File: src/logic/cbs_pkg.sv
// Shared constants and types for the local bus strobe and system input block.
// Assumes a single 125 MHz clock; every bus state other than hold spans two clock cycles (two phases).
package cbs_pkg;

  // Clock figures
  localparam int CLK_PERIOD_NS = 8;
  localparam int RESET_MIN_CYCLES = 4;

  // Synchroniser depth for the system inputs
  localparam int SYNC_STAGES = 2;
  localparam int SYNC_BITS = 4;
  localparam int SYNC_RESET = 0;
  localparam int SYNC_TEST = 1;
  localparam int SYNC_MASKABLE = 2;
  localparam int SYNC_NMI = 3;

  // Widths
  localparam int DATA_W = 16;
  localparam int TYPE_W = 8;
  localparam int VEC_W = 20;

  // Interrupt type raised by the non-maskable input
  localparam logic [7:0] NMI_TYPE = 8'h02;

  // Phase within a bus state: first half, second half
  localparam logic PHASE_FIRST = 1'b0;
  localparam logic PHASE_SECOND = 1'b1;

  // Idle (floated or driven-high) pin values
  localparam logic STROBE_IDLE = 1'b1;
  localparam logic [15:0] AD_IDLE = 16'h0000;

  // Interrupt kind reported to the core
  localparam logic [1:0] INT_NONE = 2'h0;
  localparam logic [1:0] INT_MASKABLE = 2'h1;
  localparam logic [1:0] INT_NMI = 2'h2;

  // Bus states
  typedef enum logic [2:0] {
    BUS_IDLE = 3'b000,
    BUS_STATE_ONE = 3'b001,
    BUS_STATE_TWO = 3'b010,
    BUS_STATE_THREE = 3'b011,
    BUS_WAIT_STATE = 3'b100,
    BUS_STATE_FOUR = 3'b101,
    BUS_HOLD = 3'b110
  } cbs_state_t;

  // Bus cycle request from the core
  typedef struct packed {
    logic write;
    logic io;
    logic [15:0] addr;
    logic [15:0] wdata;
  } cbs_req_t;

endpackage : cbs_pkg

File: src/logic/cbs_bus_unit.sv
// Local bus strobe sequencer with interrupt, wait-test, reset and mode inputs.
// Assumes the ready and hold inputs are already synchronous to the clock.
// Notes on behaviour
// - Read strobe low in state two, state three and every wait state.
// - Strobe stays high in state two until the address/data bus floats.
// - During hold grant the strobe floats, reading as a logic one.
// - Memory/IO status line tells devices which space a strobe addresses.
// - Maskable request is a high level sampled in an instruction's last cycle.
// - Maskable request ignored while interrupts disabled; synchronised internally.
// - Accepted non-maskable interrupt yields a vector address into the memory table.
// - Wait instruction proceeds on test low, otherwise idles.
// - Test input resampled every rising clock edge.
// - Non-maskable input is edge triggered, type two, never masked.
// - Synchronised rising edge starts the interrupt after the current instruction.
// - Reset abandons any bus cycle at once.
// - Reset synchronised; a restart pulse marks its return low.
// - Mode select picks minimum or maximum pin functions.
// - Status line high for memory, low for IO, valid state four to state four.
// - Hold grant given mid state four or idle in minimum mode only, floating bus lines together.
`timescale 1ns/1ns
module cbs_bus_unit
(
  // Clock and reset
  input wire logic I_MCLK,
  input wire logic I_RST_N,
  // System inputs
  input wire logic I_CPU_RESET,
  input wire logic I_OPERATING_MODE_SELECT,
  input wire logic I_READY,
  input wire logic I_HOLD,
  input wire logic I_MASKABLE_IRQ_REQUEST,
  input wire logic I_NMI,
  input wire logic I_TEST_N,
  // Core side
  input wire logic I_REQ_VALID,
  input wire cbs_pkg::cbs_req_t I_REQ,
  input wire logic I_IRQ_ENABLE,
  input wire logic I_INSTR_LAST,
  input wire logic I_WAIT_INSTR,
  output logic O_REQ_TAKEN,
  output logic O_REQ_DONE,
  output logic [15:0] O_RDATA,
  output logic [1:0] O_INT_KIND,
  output logic [19:0] O_VECTOR_ADDR,
  output logic O_WAIT_IDLE,
  output logic O_RESTART,
  output logic O_MODE_MIN,
  output cbs_pkg::cbs_state_t O_BUS_STATE,
  // Local bus pins
  input wire logic [15:0] I_AD_I,
  output logic [15:0] O_AD_O,
  output logic O_AD_OE,
  output logic O_ALE,
  output logic O_RD_N_O,
  output logic O_RD_N_OE,
  output logic O_WR_N_O,
  output logic O_WR_N_OE,
  output logic O_MIO_O,
  output logic O_MIO_OE,
  output logic O_HOLD_GRANT_OUTPUT
);
  logic [1:0] rst_pipe;
  logic rst_n;
  logic [cbs_pkg::SYNC_BITS-1:0] sync;
  logic cpu_rst;
  logic cpu_rst_d;
  logic nmi_d;
  logic nmi_pending;
  logic phase;
  logic pend;
  logic write_cyc;
  logic [15:0] addr;
  logic [15:0] wdata;
  logic in_gap;
  // Release the system reset through two flops
  always_ff @(posedge I_MCLK or negedge I_RST_N)
  begin
    if (!I_RST_N)
      rst_pipe <= 2'h0;
    else
      rst_pipe <= {rst_pipe[0], 1'b1};
  end
  assign rst_n = rst_pipe[1];
  // Synchronise reset, test, maskable and non-maskable inputs
  cbs_sync u_sync
  (
    .i_clk(I_MCLK),
    .i_rst_n(rst_n),
    .i_async({I_NMI, I_MASKABLE_IRQ_REQUEST, I_TEST_N, I_CPU_RESET}),
    .o_sync(sync)
  );
  assign cpu_rst = sync[cbs_pkg::SYNC_RESET];
  assign in_gap = (O_BUS_STATE == cbs_pkg::BUS_IDLE) || (O_BUS_STATE == cbs_pkg::BUS_STATE_FOUR);
  // Reset edge tracking and restart pulse on the falling edge
  always_ff @(posedge I_MCLK or negedge rst_n)
  begin
    if (!rst_n)
    begin
      cpu_rst_d <= 1'b0;
      O_RESTART <= 1'b0;
    end
    else
    begin
      cpu_rst_d <= cpu_rst;
      O_RESTART <= cpu_rst_d && !cpu_rst;
    end
  end
  // Mode strap is caught while reset is held, so it never shifts mid-run
  always_ff @(posedge I_MCLK or negedge rst_n)
  begin
    if (!rst_n)
      O_MODE_MIN <= 1'b1;
    else if (cpu_rst)
      O_MODE_MIN <= I_OPERATING_MODE_SELECT;
  end
  // Wait instruction idles while the resampled test input is high
  always_ff @(posedge I_MCLK or negedge rst_n)
  begin
    if (!rst_n)
      O_WAIT_IDLE <= 1'b0;
    else
      O_WAIT_IDLE <= I_WAIT_INSTR && sync[cbs_pkg::SYNC_TEST] && !cpu_rst;
  end
  // Interrupt decision at an instruction's end; NMI outranks maskable, new edge stays set
  always_ff @(posedge I_MCLK or negedge rst_n)
  begin
    if (!rst_n)
    begin
      nmi_d <= 1'b0;
      nmi_pending <= 1'b0;
      O_INT_KIND <= cbs_pkg::INT_NONE;
      O_VECTOR_ADDR <= 20'h00000;
    end
    else
    begin
      nmi_d <= sync[cbs_pkg::SYNC_NMI];
      O_INT_KIND <= cbs_pkg::INT_NONE;
      if (cpu_rst)
        nmi_pending <= 1'b0;
      else if (I_INSTR_LAST && (nmi_pending || (sync[cbs_pkg::SYNC_NMI] && !nmi_d)))
      begin
        nmi_pending <= nmi_pending && sync[cbs_pkg::SYNC_NMI] && !nmi_d;
        O_INT_KIND <= cbs_pkg::INT_NMI;
        O_VECTOR_ADDR <= {10'h000, cbs_pkg::NMI_TYPE, 2'h0};
      end
      else
      begin
        if (sync[cbs_pkg::SYNC_NMI] && !nmi_d)
          nmi_pending <= 1'b1;
        if (I_INSTR_LAST && I_IRQ_ENABLE && sync[cbs_pkg::SYNC_MASKABLE])
          O_INT_KIND <= cbs_pkg::INT_MASKABLE;
      end
    end
  end
  // Bus state sequencer; each bus state but hold lasts two clocks so strobes can move mid-state
  always_ff @(posedge I_MCLK or negedge rst_n)
  begin
    if (!rst_n)
    begin
      phase <= cbs_pkg::PHASE_FIRST;
      pend <= 1'b0;
      write_cyc <= 1'b0;
      addr <= 16'h0000;
      wdata <= 16'h0000;
      O_BUS_STATE <= cbs_pkg::BUS_IDLE;
      O_REQ_TAKEN <= 1'b0;
      O_REQ_DONE <= 1'b0;
      O_RDATA <= 16'h0000;
      O_AD_O <= cbs_pkg::AD_IDLE;
      O_AD_OE <= 1'b0;
      O_ALE <= 1'b0;
      O_RD_N_O <= cbs_pkg::STROBE_IDLE;
      O_RD_N_OE <= 1'b1;
      O_WR_N_O <= cbs_pkg::STROBE_IDLE;
      O_WR_N_OE <= 1'b1;
      O_MIO_O <= 1'b1;
      O_MIO_OE <= 1'b1;
      O_HOLD_GRANT_OUTPUT <= 1'b0;
    end
    else if (cpu_rst)
    begin
      phase <= cbs_pkg::PHASE_FIRST;
      pend <= 1'b0; // Abandoned at once, never completed
      O_BUS_STATE <= cbs_pkg::BUS_IDLE;
      O_REQ_TAKEN <= 1'b0;
      O_REQ_DONE <= 1'b0;
      O_AD_OE <= 1'b0;
      O_ALE <= 1'b0;
      O_RD_N_O <= cbs_pkg::STROBE_IDLE;
      O_RD_N_OE <= 1'b1;
      O_WR_N_O <= cbs_pkg::STROBE_IDLE;
      O_WR_N_OE <= 1'b1;
      O_MIO_OE <= 1'b1;
      O_HOLD_GRANT_OUTPUT <= 1'b0;
    end
    else
    begin
      phase <= ~phase;
      O_REQ_TAKEN <= 1'b0;
      O_REQ_DONE <= 1'b0;
      if (O_BUS_STATE == cbs_pkg::BUS_HOLD)
      begin
        // Leave hold as soon as the request drops; lines driven again high
        phase <= cbs_pkg::PHASE_FIRST;
        if (!I_HOLD)
        begin
          O_HOLD_GRANT_OUTPUT <= 1'b0;
          O_BUS_STATE <= cbs_pkg::BUS_IDLE;
          O_RD_N_OE <= 1'b1;
          O_WR_N_OE <= 1'b1;
          O_MIO_OE <= 1'b1;
        end
      end
      else if (phase == cbs_pkg::PHASE_FIRST) // Middle of a state
      begin
        if (in_gap && !pend && O_MODE_MIN && I_HOLD)
        begin
          O_HOLD_GRANT_OUTPUT <= 1'b1;
          O_BUS_STATE <= cbs_pkg::BUS_HOLD;
          O_AD_OE <= 1'b0;
          O_RD_N_O <= cbs_pkg::STROBE_IDLE;
          O_RD_N_OE <= 1'b0;
          O_WR_N_O <= cbs_pkg::STROBE_IDLE;
          O_WR_N_OE <= 1'b0;
          O_MIO_O <= 1'b1;
          O_MIO_OE <= 1'b0;
        end
        else if (in_gap && !pend && I_REQ_VALID)
        begin
          pend <= 1'b1;
          O_REQ_TAKEN <= 1'b1;
          write_cyc <= I_REQ.write;
          addr <= I_REQ.addr;
          wdata <= I_REQ.wdata;
          O_MIO_O <= !I_REQ.io;
        end
        else if (O_BUS_STATE == cbs_pkg::BUS_STATE_TWO && !write_cyc && !O_AD_OE)
          O_RD_N_O <= 1'b0;
      end
      else // End of a state
      begin
        case (O_BUS_STATE)
          cbs_pkg::BUS_IDLE, cbs_pkg::BUS_STATE_FOUR:
          begin
            if (pend)
            begin
              O_BUS_STATE <= cbs_pkg::BUS_STATE_ONE;
              O_AD_O <= addr;
              O_AD_OE <= 1'b1;
              O_ALE <= 1'b1;
            end
            else
              O_BUS_STATE <= cbs_pkg::BUS_IDLE;
          end
          cbs_pkg::BUS_STATE_ONE:
          begin
            O_BUS_STATE <= cbs_pkg::BUS_STATE_TWO;
            O_ALE <= 1'b0;
            pend <= 1'b0;
            if (write_cyc)
            begin
              O_AD_O <= wdata;
              O_WR_N_O <= 1'b0;
            end
            else
              O_AD_OE <= 1'b0;
          end
          cbs_pkg::BUS_STATE_TWO:
            O_BUS_STATE <= cbs_pkg::BUS_STATE_THREE;
          cbs_pkg::BUS_STATE_THREE, cbs_pkg::BUS_WAIT_STATE:
          begin
            // Ready is used raw; its setup is the clock source's duty
            if (I_READY)
            begin
              O_BUS_STATE <= cbs_pkg::BUS_STATE_FOUR;
              O_RD_N_O <= cbs_pkg::STROBE_IDLE;
              O_WR_N_O <= cbs_pkg::STROBE_IDLE;
              O_AD_OE <= 1'b0;
              O_REQ_DONE <= 1'b1;
              if (!write_cyc)
                O_RDATA <= I_AD_I;
            end
            else
              O_BUS_STATE <= cbs_pkg::BUS_WAIT_STATE;
          end
          default:
            O_BUS_STATE <= cbs_pkg::BUS_IDLE;
        endcase
      end
    end
  end
endmodule : cbs_bus_unit

File: src/logic/cbs_sync.sv
// Multi-bit two-flop synchroniser for independent level inputs.
// Assumes each bit is an unrelated level; no word coherence is offered.
`timescale 1ns/1ns
module cbs_sync
(
  // Clock and reset
  input wire logic i_clk,
  input wire logic i_rst_n,
  // Asynchronous levels in, synchronised levels out
  input wire logic [cbs_pkg::SYNC_BITS-1:0] i_async,
  output logic [cbs_pkg::SYNC_BITS-1:0] o_sync
);

  logic [cbs_pkg::SYNC_BITS-1:0] meta;

  // First stage feeds only the second stage
  genvar g;
  generate
    for (g = 0; g < cbs_pkg::SYNC_BITS; g = g + 1)
    begin : g_bit
      always_ff @(posedge i_clk or negedge i_rst_n)
      begin
        if (!i_rst_n)
        begin
          meta[g] <= 1'b0;
          o_sync[g] <= 1'b0;
        end
        else
        begin
          meta[g] <= i_async[g];
          o_sync[g] <= meta[g];
        end
      end
    end
  endgenerate

endmodule : cbs_sync

File: config.mk
export PLATFORM = sky130hd
export DESIGN_NAME = cbs_bus_unit
export DESIGN_NICKNAME = d
export VERILOG_FILES = /design/src/logic/cbs_pkg.sv /design/src/logic/cbs_bus_unit.sv /design/src/logic/cbs_sync.sv
export SDC_FILE = /design/constraint.sdc
export NUM_CORES = 1
export LEC_CHECK = 0
export BUFFER_PORTS_ARGS = -buffer_cell sky130_fd_sc_hd__buf_2
export CAP_MARGIN = 15
export CORE_MARGIN = 2
export CORE_UTILIZATION = 51
export DETAILED_ROUTE_END_ITERATION = 10
export GPL_TIMING_DRIVEN = 1
export PLACE_DENSITY = 0.76
export SLEW_MARGIN = 20
export SYNTH_ARGS = -nofsm -noshare
export SYNTH_HDL_FRONTEND = slang
export SYNTH_SLANG_ARGS = --single-unit
File: constraint.sdc
create_clock -name I_MCLK -period 3.3 [get_ports I_MCLK]
set_input_delay 0.33 -clock I_MCLK [delete_from_list [all_inputs] [get_ports I_MCLK]]
set_output_delay 0.33 -clock I_MCLK [all_outputs]
set_load 0.01 [all_outputs]
==> results.txt, run 1 <==
CP max FO = 16
Slew @ Worst Pin = 0.602 ns
first-pass GRT wire length = 12,200 µm
Initial Util = 53.3%
vias in the first global route = 2,664
met1 Track Usage GR = 22.1%
Most Crowded Layer GR = met2
Die Width = 94.3 µm
PD cells = 720 nW/µm²
RSZ-0062 raised after global routing = no
max_cap viols = 0
post-CTS sizing = 0
GR Util met2 = 30.4%
CTS root buf = clkbuf_8
leading post-synthesis cells by cell area = dfrtp_1 56%, mux2_2 14%, mux2i_1 4.1%
GR Util met3 = 4.01%
Vert. Die Dim = 94.3 µm
Top Ports = 134
setup ws final = 0.877 ns
final worst path period share = 73.4%
Synth top cells by count = 93 x dfrtp_1, 51 x mux2_2, 27 x nand2_1
Leak = 2.42 nW
row count = 32
Total GRT Usage = 17.8%
DP Worst Slack = 0.891 ns
Post-Synthesis Cell Area = 4160 µm²
Reg-to-Reg End = O_RDATA[14]
TritonCTS buffer count = 9
count leader, synth = dfrtp_1
worst rel slew slack = 59.9%
Setup Skew = 0.00799 ns
Max Buffers Root-to-Sink = 2
CTS sink cnt = 98
drt wl/cell = 14.3 µm
largest net degree at the start of global routing = 81
Worst-path clk slew = 0.09 ns
Worst setup EP type = flop
CP arrival = 2.66 ns
CTS tree = done
Post-synth EDFFs = 0
Worst R2R Start = O_BUS_STATE[2]
prevailing post-synth register cell = dfrtp_1
drt first pass iters = 4
Detailed Route WL = 7730 µm
Worst Reg2Reg Path Length in Cells = 5
Synth Area per Inst = 13.0 µm²
Overflow after GRT = 0
GPL Wtd Cong = 0.783
post-route ant nets = 0
layout cells sized above 1 = 46.3%
via count = 2,723
Remaining DRCs = 0
setup tns final = 0 ns
Crit Path Category = reg -> reg
antenna cells = 0
number of synthesized register bits = 98
status = complete, no violations
Area Growth Syn to Fin = 20.1%
Crit. Startpoint = O_BUS_STATE[2]
Final Max Tran Viols = 0
initial antenna violation count = 0
Vias/cell = 5.04
end of the critical path = O_RDATA[14]
worst vdd ir = 0.388 mV
synthesis warning total = 0
# setup viols final = 0
fin crit period = 2.42 ns
nets = 497
I/O Buffers = 114
DP HPWL = 5490 µm
post-synth top area share = 55.9%
die area = 8900 µm²
worst hold-check path type = in -> reg
core area = 7810 µm²
area leader, netlist = dfrtp_1
sequential fraction of the synthesis area = 59.1%
H-tree depth = 3
Cell variety after synth = 45
clk_lat worst skew = 0.35 ns
worst path required time = 3.54 ns
Syn Inst Count = 319
FF-to-FF setup slack = 0.88 ns
Highest Clock Rate = 0.413 GHz
Final Hold Fails = 0
post-synthesis async set-or-reset flop share = 100%
Startpoint Class = flop
initial DRC count = 80
metal layers:
metal  wire [µm]  up-vias
met4         118        0
met3         492       10
li1            -     1302
met1        3240     1321
met2        3890       90
met5           0        -
cell families after synthesis:
logic type	count (synthesis)	share of synthesized area, %
other	2	0.181
muxes	68	17.9
DFF	98	59.1
AOI/OAI and AO/OA	49	8.39
and+or+nand+nor	59	7.52
xor gates and xnor gates	1	0.211
adders and majority gates	1	0.241
buffers and inverters	41	6.47
power breakdown:
| group | switching, W | internal (W) | leakage [nW] |
|---|---|---|---|
| combinational | 0.000404 | 0.000482 | 1.08 |
| sequential | 0.000240 | 0.00159 | 1.22 |
| clock | 0.000384 | 0.000500 | 0.116 |
| total | 0.00103 | 0.00257 | 2.42 |
what timing repair did:
action | 4_1_cts | 5_1_grt
buffers inserted | 0 | 0
setup endpoints to repair | 0 | 0
hold buffers | 1 | 0
hold endpoints to repair | 2 | 0
sequential cells by signal (all words and copies together) (netlist names), 2 cells and up:
signal         cells
O_AD_O            16
O_RDATA           16
addr              16
wdata             16
u_sync.meta        4
u_sync.o_sync      4
O_BUS_STATE        3
O_INT_KIND         2
rst_pipe           2
how the worst min path moves through the flow:
| stage | from | cells after the start | endpoint | slack (ns) |
|---|---|---|---|---|
| finish | I_MASKABLE_IRQ_REQUEST | 1 | u_sync.meta[2] | 0.08 |
| global route | I_MASKABLE_IRQ_REQUEST | 1 | u_sync.meta[2] | 0.07 |
| CTS | I_MASKABLE_IRQ_REQUEST | 1 | u_sync.meta[2] | 0.06 |
| floorplan | I_RST_N | 0 | rst_pipe[0] | 0.03 |
| detailed placement | I_RST_N | 1 | rst_pipe[0] | 0.12 |
| global placement | I_RST_N | 1 | rst_pipe[0] | 0.12 |
through the flow:
step / hold WS (ns) / power [W] / area (µm²) / cells / util (%)
3_5_place_dp: 0.118 / 0.00275 / 4740 / 523 / 60.7
5_1_grt: 0.0707 / 0.00382 / 5000 / 540 / 64.0
4_1_cts: 0.0615 / 0.00364 / 4980 / 539 / 63.7
2_1_floorplan: 0.0344 / 0.00243 / 4230 / 337 / -
3_3_place_gp: 0.115 / 0.00270 / 4740 / 523 / 60.7
6_report: 0.0757 / 0.00360 / 5000 / 540 / 64.0
placed cells by master (no fill, tap or decap), drive strengths merged, types with 3 or more instances in the layout:
cell / instances
a21bo: 3
a21oi: 6
buf: 121
bufinv: 3
clkbuf: 10
conb: 20
dfrtp: 93
dfstp: 5
inv: 5
mux2: 51
mux2i: 17
nand2: 27
nand2b: 7
nand3: 3
nor2b: 6
o2111ai: 3
o21ai: 22
layout make-up:
type / instances / area (µm²)
clock buffer: 10 / 128
clock inverter: 5 / 104
timing repair buffer: 122 / 646
sequential: 98 / 2460
tap: 102 / 128
inverter: 5 / 18.8
multi-input combinational: 198 / 1510
fill: 625 / 2810
critical path: stages, from the launching register on:
cell and delay [ns]:
dfrtp_1 0.64, nor2b_2 0.37, nand2_1 0.19, a211oi_4 0.47
buf_4 0.27, mux2_2 0.36
Note: power is estimated with default switching activity, not from simulation.
==> run 2: changes to the inputs <==
--- a/config.mk
+++ b/config.mk
@@ -5,6 +5,7 @@
 export SDC_FILE = /design/constraint.sdc
 export NUM_CORES = 1
 export LEC_CHECK = 0
+export ABC_AREA = 1
 export BUFFER_PORTS_ARGS = -buffer_cell sky130_fd_sc_hd__buf_2
 export CAP_MARGIN = 15
 export CORE_MARGIN = 2
==> constraint.sdc (replaced) <==
create_clock -name I_MCLK -period 2.3 [get_ports I_MCLK]
set_input_delay 0.23 -clock I_MCLK [delete_from_list [all_inputs] [get_ports I_MCLK]]
set_output_delay 0.23 -clock I_MCLK [all_outputs]
set_load 0.01 [all_outputs]
==> run 2 against run 1 <==
Against the previous run: combinational power grew 120%; clock power is 39% higher; cell area up 1.5%; first-iteration DRC count grew to 2.5 times the previous value; sequential share of layout area decreased by 0.73 points; synthesized cell count grew 47%; power increased by 65%; register-to-register slack lost 0.50 ns; via count up 23%; clock-buffer cell count stayed put; synthesized area up 1.4%; critical path depth increased by 3; largest power group unchanged.
==> results.txt, run 2 <==
Sw Ratio = 35.4% (+6.8 points)
DP HPWL = 6110 µm (+11%)
post-synth top area share = 55.2% (-0.78 points)
nets = 647 (+30%)
fin crit period = 1.92 ns (-0.499 ns)
most common cell after layout, fill and taps aside = nand2_1
Vias/cell = 4.82 (-4.4%)
Hold EP = addr[15]
Worst R2R Start = u_sync.o_sync[0]
worst vdd ir = 0.533 mV (+37%)
Top Ports = 134 (unchanged)
worst rel slew slack = 60.7% (+0.84 points)
hold_ws = 0.0621 ns (-0.0135 ns)
Worst Reg2Reg Path Length in Cells = 8 (+3)
drt wl/cell = 12.3 µm (-14%)
Reg power frac = 46.0% (-4.8 points)
Post-DP Area = 4790 µm² (+1.2%)
sequential fraction of the synthesis area = 58.3% (-0.82 points)
clk_lat worst skew = 0.36 ns (about the same)
Overflow after GRT = 0 (unchanged)
hold_sp = I_REQ[31]
CP max FO = 36 (+20)
via count = 3,349 (+23%)
fillers = 723 (+16%)
post-synthesis async set-or-reset flop share = 100% (unchanged)
Slew @ Worst Pin = 0.588 ns (-0.0134 ns)
layout cells sized above 1 = 26.0% (-20 points)
Int Pwr = 0.00382 W (+49%)
max_cap viols = 0 (unchanged)
status = complete, no violations
CTS root buf = clkbuf_8
Placed Cells = 673 (+29%)
Final Hold Fails = 0 (unchanged)
worst path required time = 2.59 ns (-0.95 ns)
GPL Wtd Cong = 0.945 (+21%)
die area = 9020 µm² (+1.4%)
Clock Power Share = 20.8% (-3.8 points)
Initial Util = 51.9% (-1.4 points)
core area = 8130 µm² (+4.2%)
I/O Buffers = 114 (unchanged)
Crit Path Category = reg -> reg
synthesis warning total = 0 (unchanged)
Max Buffers Root-to-Sink = 2 (unchanged)
initial antenna violation count = 1 (+1)
Startpoint Class = flop
Synth Area per Inst = 9.00 µm² (-31%)
Leak = 2.72 nW (+13%)
post-route ant nets = 0 (unchanged)
CTS tree = done
Cell variety after synth = 28 (-38%)
drt first pass iters = 4 (unchanged)
CTS sink cnt = 98 (unchanged)
Switch Pwr = 0.00210 W (+100%)
hold depth = 3 (+2)
# setup viols final = 0 (unchanged)
Area Growth Syn to Fin = 20.2% (about the same)
Final Max Tran Viols = 0 (unchanged)
Reg-to-Reg End = wdata[9]
number of synthesized register bits = 98 (unchanged)
commonest cells after routing, fill and taps aside = 124 x nand2_1, 114 x buf_2, 92 x dfrtp_1
TritonCTS buffer count = 9 (unchanged)
Design Area, Final = 5070 µm² (+1.5%)
Post-synth EDFFs = 0 (unchanged)
prevailing post-synth register cell = dfrtp_1
Reg area = 2460 µm² (unchanged)
initial DRC count = 201 (+150%)
H-tree depth = 3 (unchanged)
largest net degree at the start of global routing = 58 (-28%)
Synth top cells by count = 124 x nand2_1, 93 x dfrtp_1, 46 x inv_1
Remaining DRCs = 0 (unchanged)
Comb pwr share = 33.2% (+8.6 points)
worst hold-check path type = in -> reg
CP arrival = 2.21 ns (-0.45 ns)
area leader, netlist = dfrtp_1
row count = 33 (+3.1%)
Vert. Die Dim = 95.0 µm (+0.68%)
leading post-synthesis cells by cell area = dfrtp_1 55%, nand2_1 11%, o21ai_0 4.6%
multi-input logic area = 1380 µm² (-8.9%)
final worst path period share = 83.6% (+10 points)
RSZ-0062 raised after global routing = no
Detailed Route WL = 8570 µm (+11%)
post-CTS sizing = 0 (unchanged)
count leader, synth = nand2_1
Die Width = 95.0 µm (+0.68%)
Worst setup EP type = flop
Setup Skew = 0.00882 ns (+0.000833 ns)
PD cells = 1170 nW/µm² (+62%)
vias in the first global route = 3,097 (+16%)
FF-to-FF setup slack = 0.38 ns (-0.50 ns)
first-pass GRT wire length = 13,900 µm (+13%)
Worst-path clk slew = 0.10 ns (about the same)
setup tns final = 0 ns (unchanged)
Highest Clock Rate = 0.520 GHz (+26%)
Syn Inst Count = 469 (+47%)
Post-Synthesis Cell Area = 4220 µm² (+1.4%)
Total GRT Usage = 20.2% (+2.4 points)
fin cells = 695 (+29%)
## run 2: per-layer routing
layer,global-route usage (%),part of all wire [%]
met5,0,0
met3,4.07,5.2
met1,27.9,45
met2,30.1,46
met4,11.1,3.8
## run 2: worst max-delay path by stage
| stage | from | endpoint | cells after the start |
|---|---|---|---|
| floorplan | rst_pipe[1] | O_AD_OE | 0 |
| global placement | u_sync.o_sync[0] | wdata[12] | 7 |
| detailed placement | u_sync.o_sync[0] | wdata[1] | 8 |
| CTS | u_sync.o_sync[0] | wdata[9] | 8 |
| global route | O_BUS_STATE[1] | wdata[9] | 10 |
| finish | u_sync.o_sync[0] | wdata[9] | 8 |
## run 2: repair_timing
action                    in CTS  in global routing
hold endpoints to repair       6                  0
hold buffers                   5                  0
buffers inserted               0                  0
## run 2: power groups by stage
stage	Sequential [W]	Clock [W]	Combinational, W
3_5_place_dp	0.00275	0	0.00197
4_1_cts	0.00273	0.00127	0.00199
5_1_grt	0.00281	0.00134	0.00227
2_1_floorplan	0.00286	0	0.00122
3_3_place_gp	0.00274	0	0.00192
6_report	0.00272	0.00123	0.00196
## run 2: critical path, cell delays in order, from the launching register on
cell and delay, ns:
dfrtp_1 0.48, inv_2 0.18, nand2_1 0.13, nor2_2 0.22
nand2_4 0.19, nor2_8 0.25, buf_12 0.23, nand2_1 0.08
o21ai_1 0.09
## run 2: area by class of cell
cell class | count | share of cell area [%]
repair buffers | 124 | 13.5
flip-flops and latches | 98 | 48.5
well taps | 105 | 2.59
multi-input cells | 301 | 27.2
diodes | 1 | 0.0493
clock buffers | 10 | 2.71
clock inverters | 6 | 1.78
inverters | 50 | 3.70
## run 2: kinds of logic after synthesis
family | count (synthesis) | share of synthesized area, %
buffers and inverters | 88 | 10.7
flip-flops | 98 | 58.3
other | 2 | 0.178
AND/OR/NAND/NOR | 185 | 18.4
AO/OA/AOI/OAI | 96 | 12.5
## run 2: through the flow
| step | power, W | worst slack [ns] | util, % |
|---|---|---|---|
| floorplan | 0.00408 | 0.658 | - |
| global placement | 0.00466 | 0.511 | 58.9 |
| detailed placement | 0.00473 | 0.412 | 58.9 |
| CTS | 0.00598 | 0.364 | 62.3 |
| global route | 0.00642 | 0.157 | 62.4 |
| finish | 0.00592 | 0.376 | 62.4 |
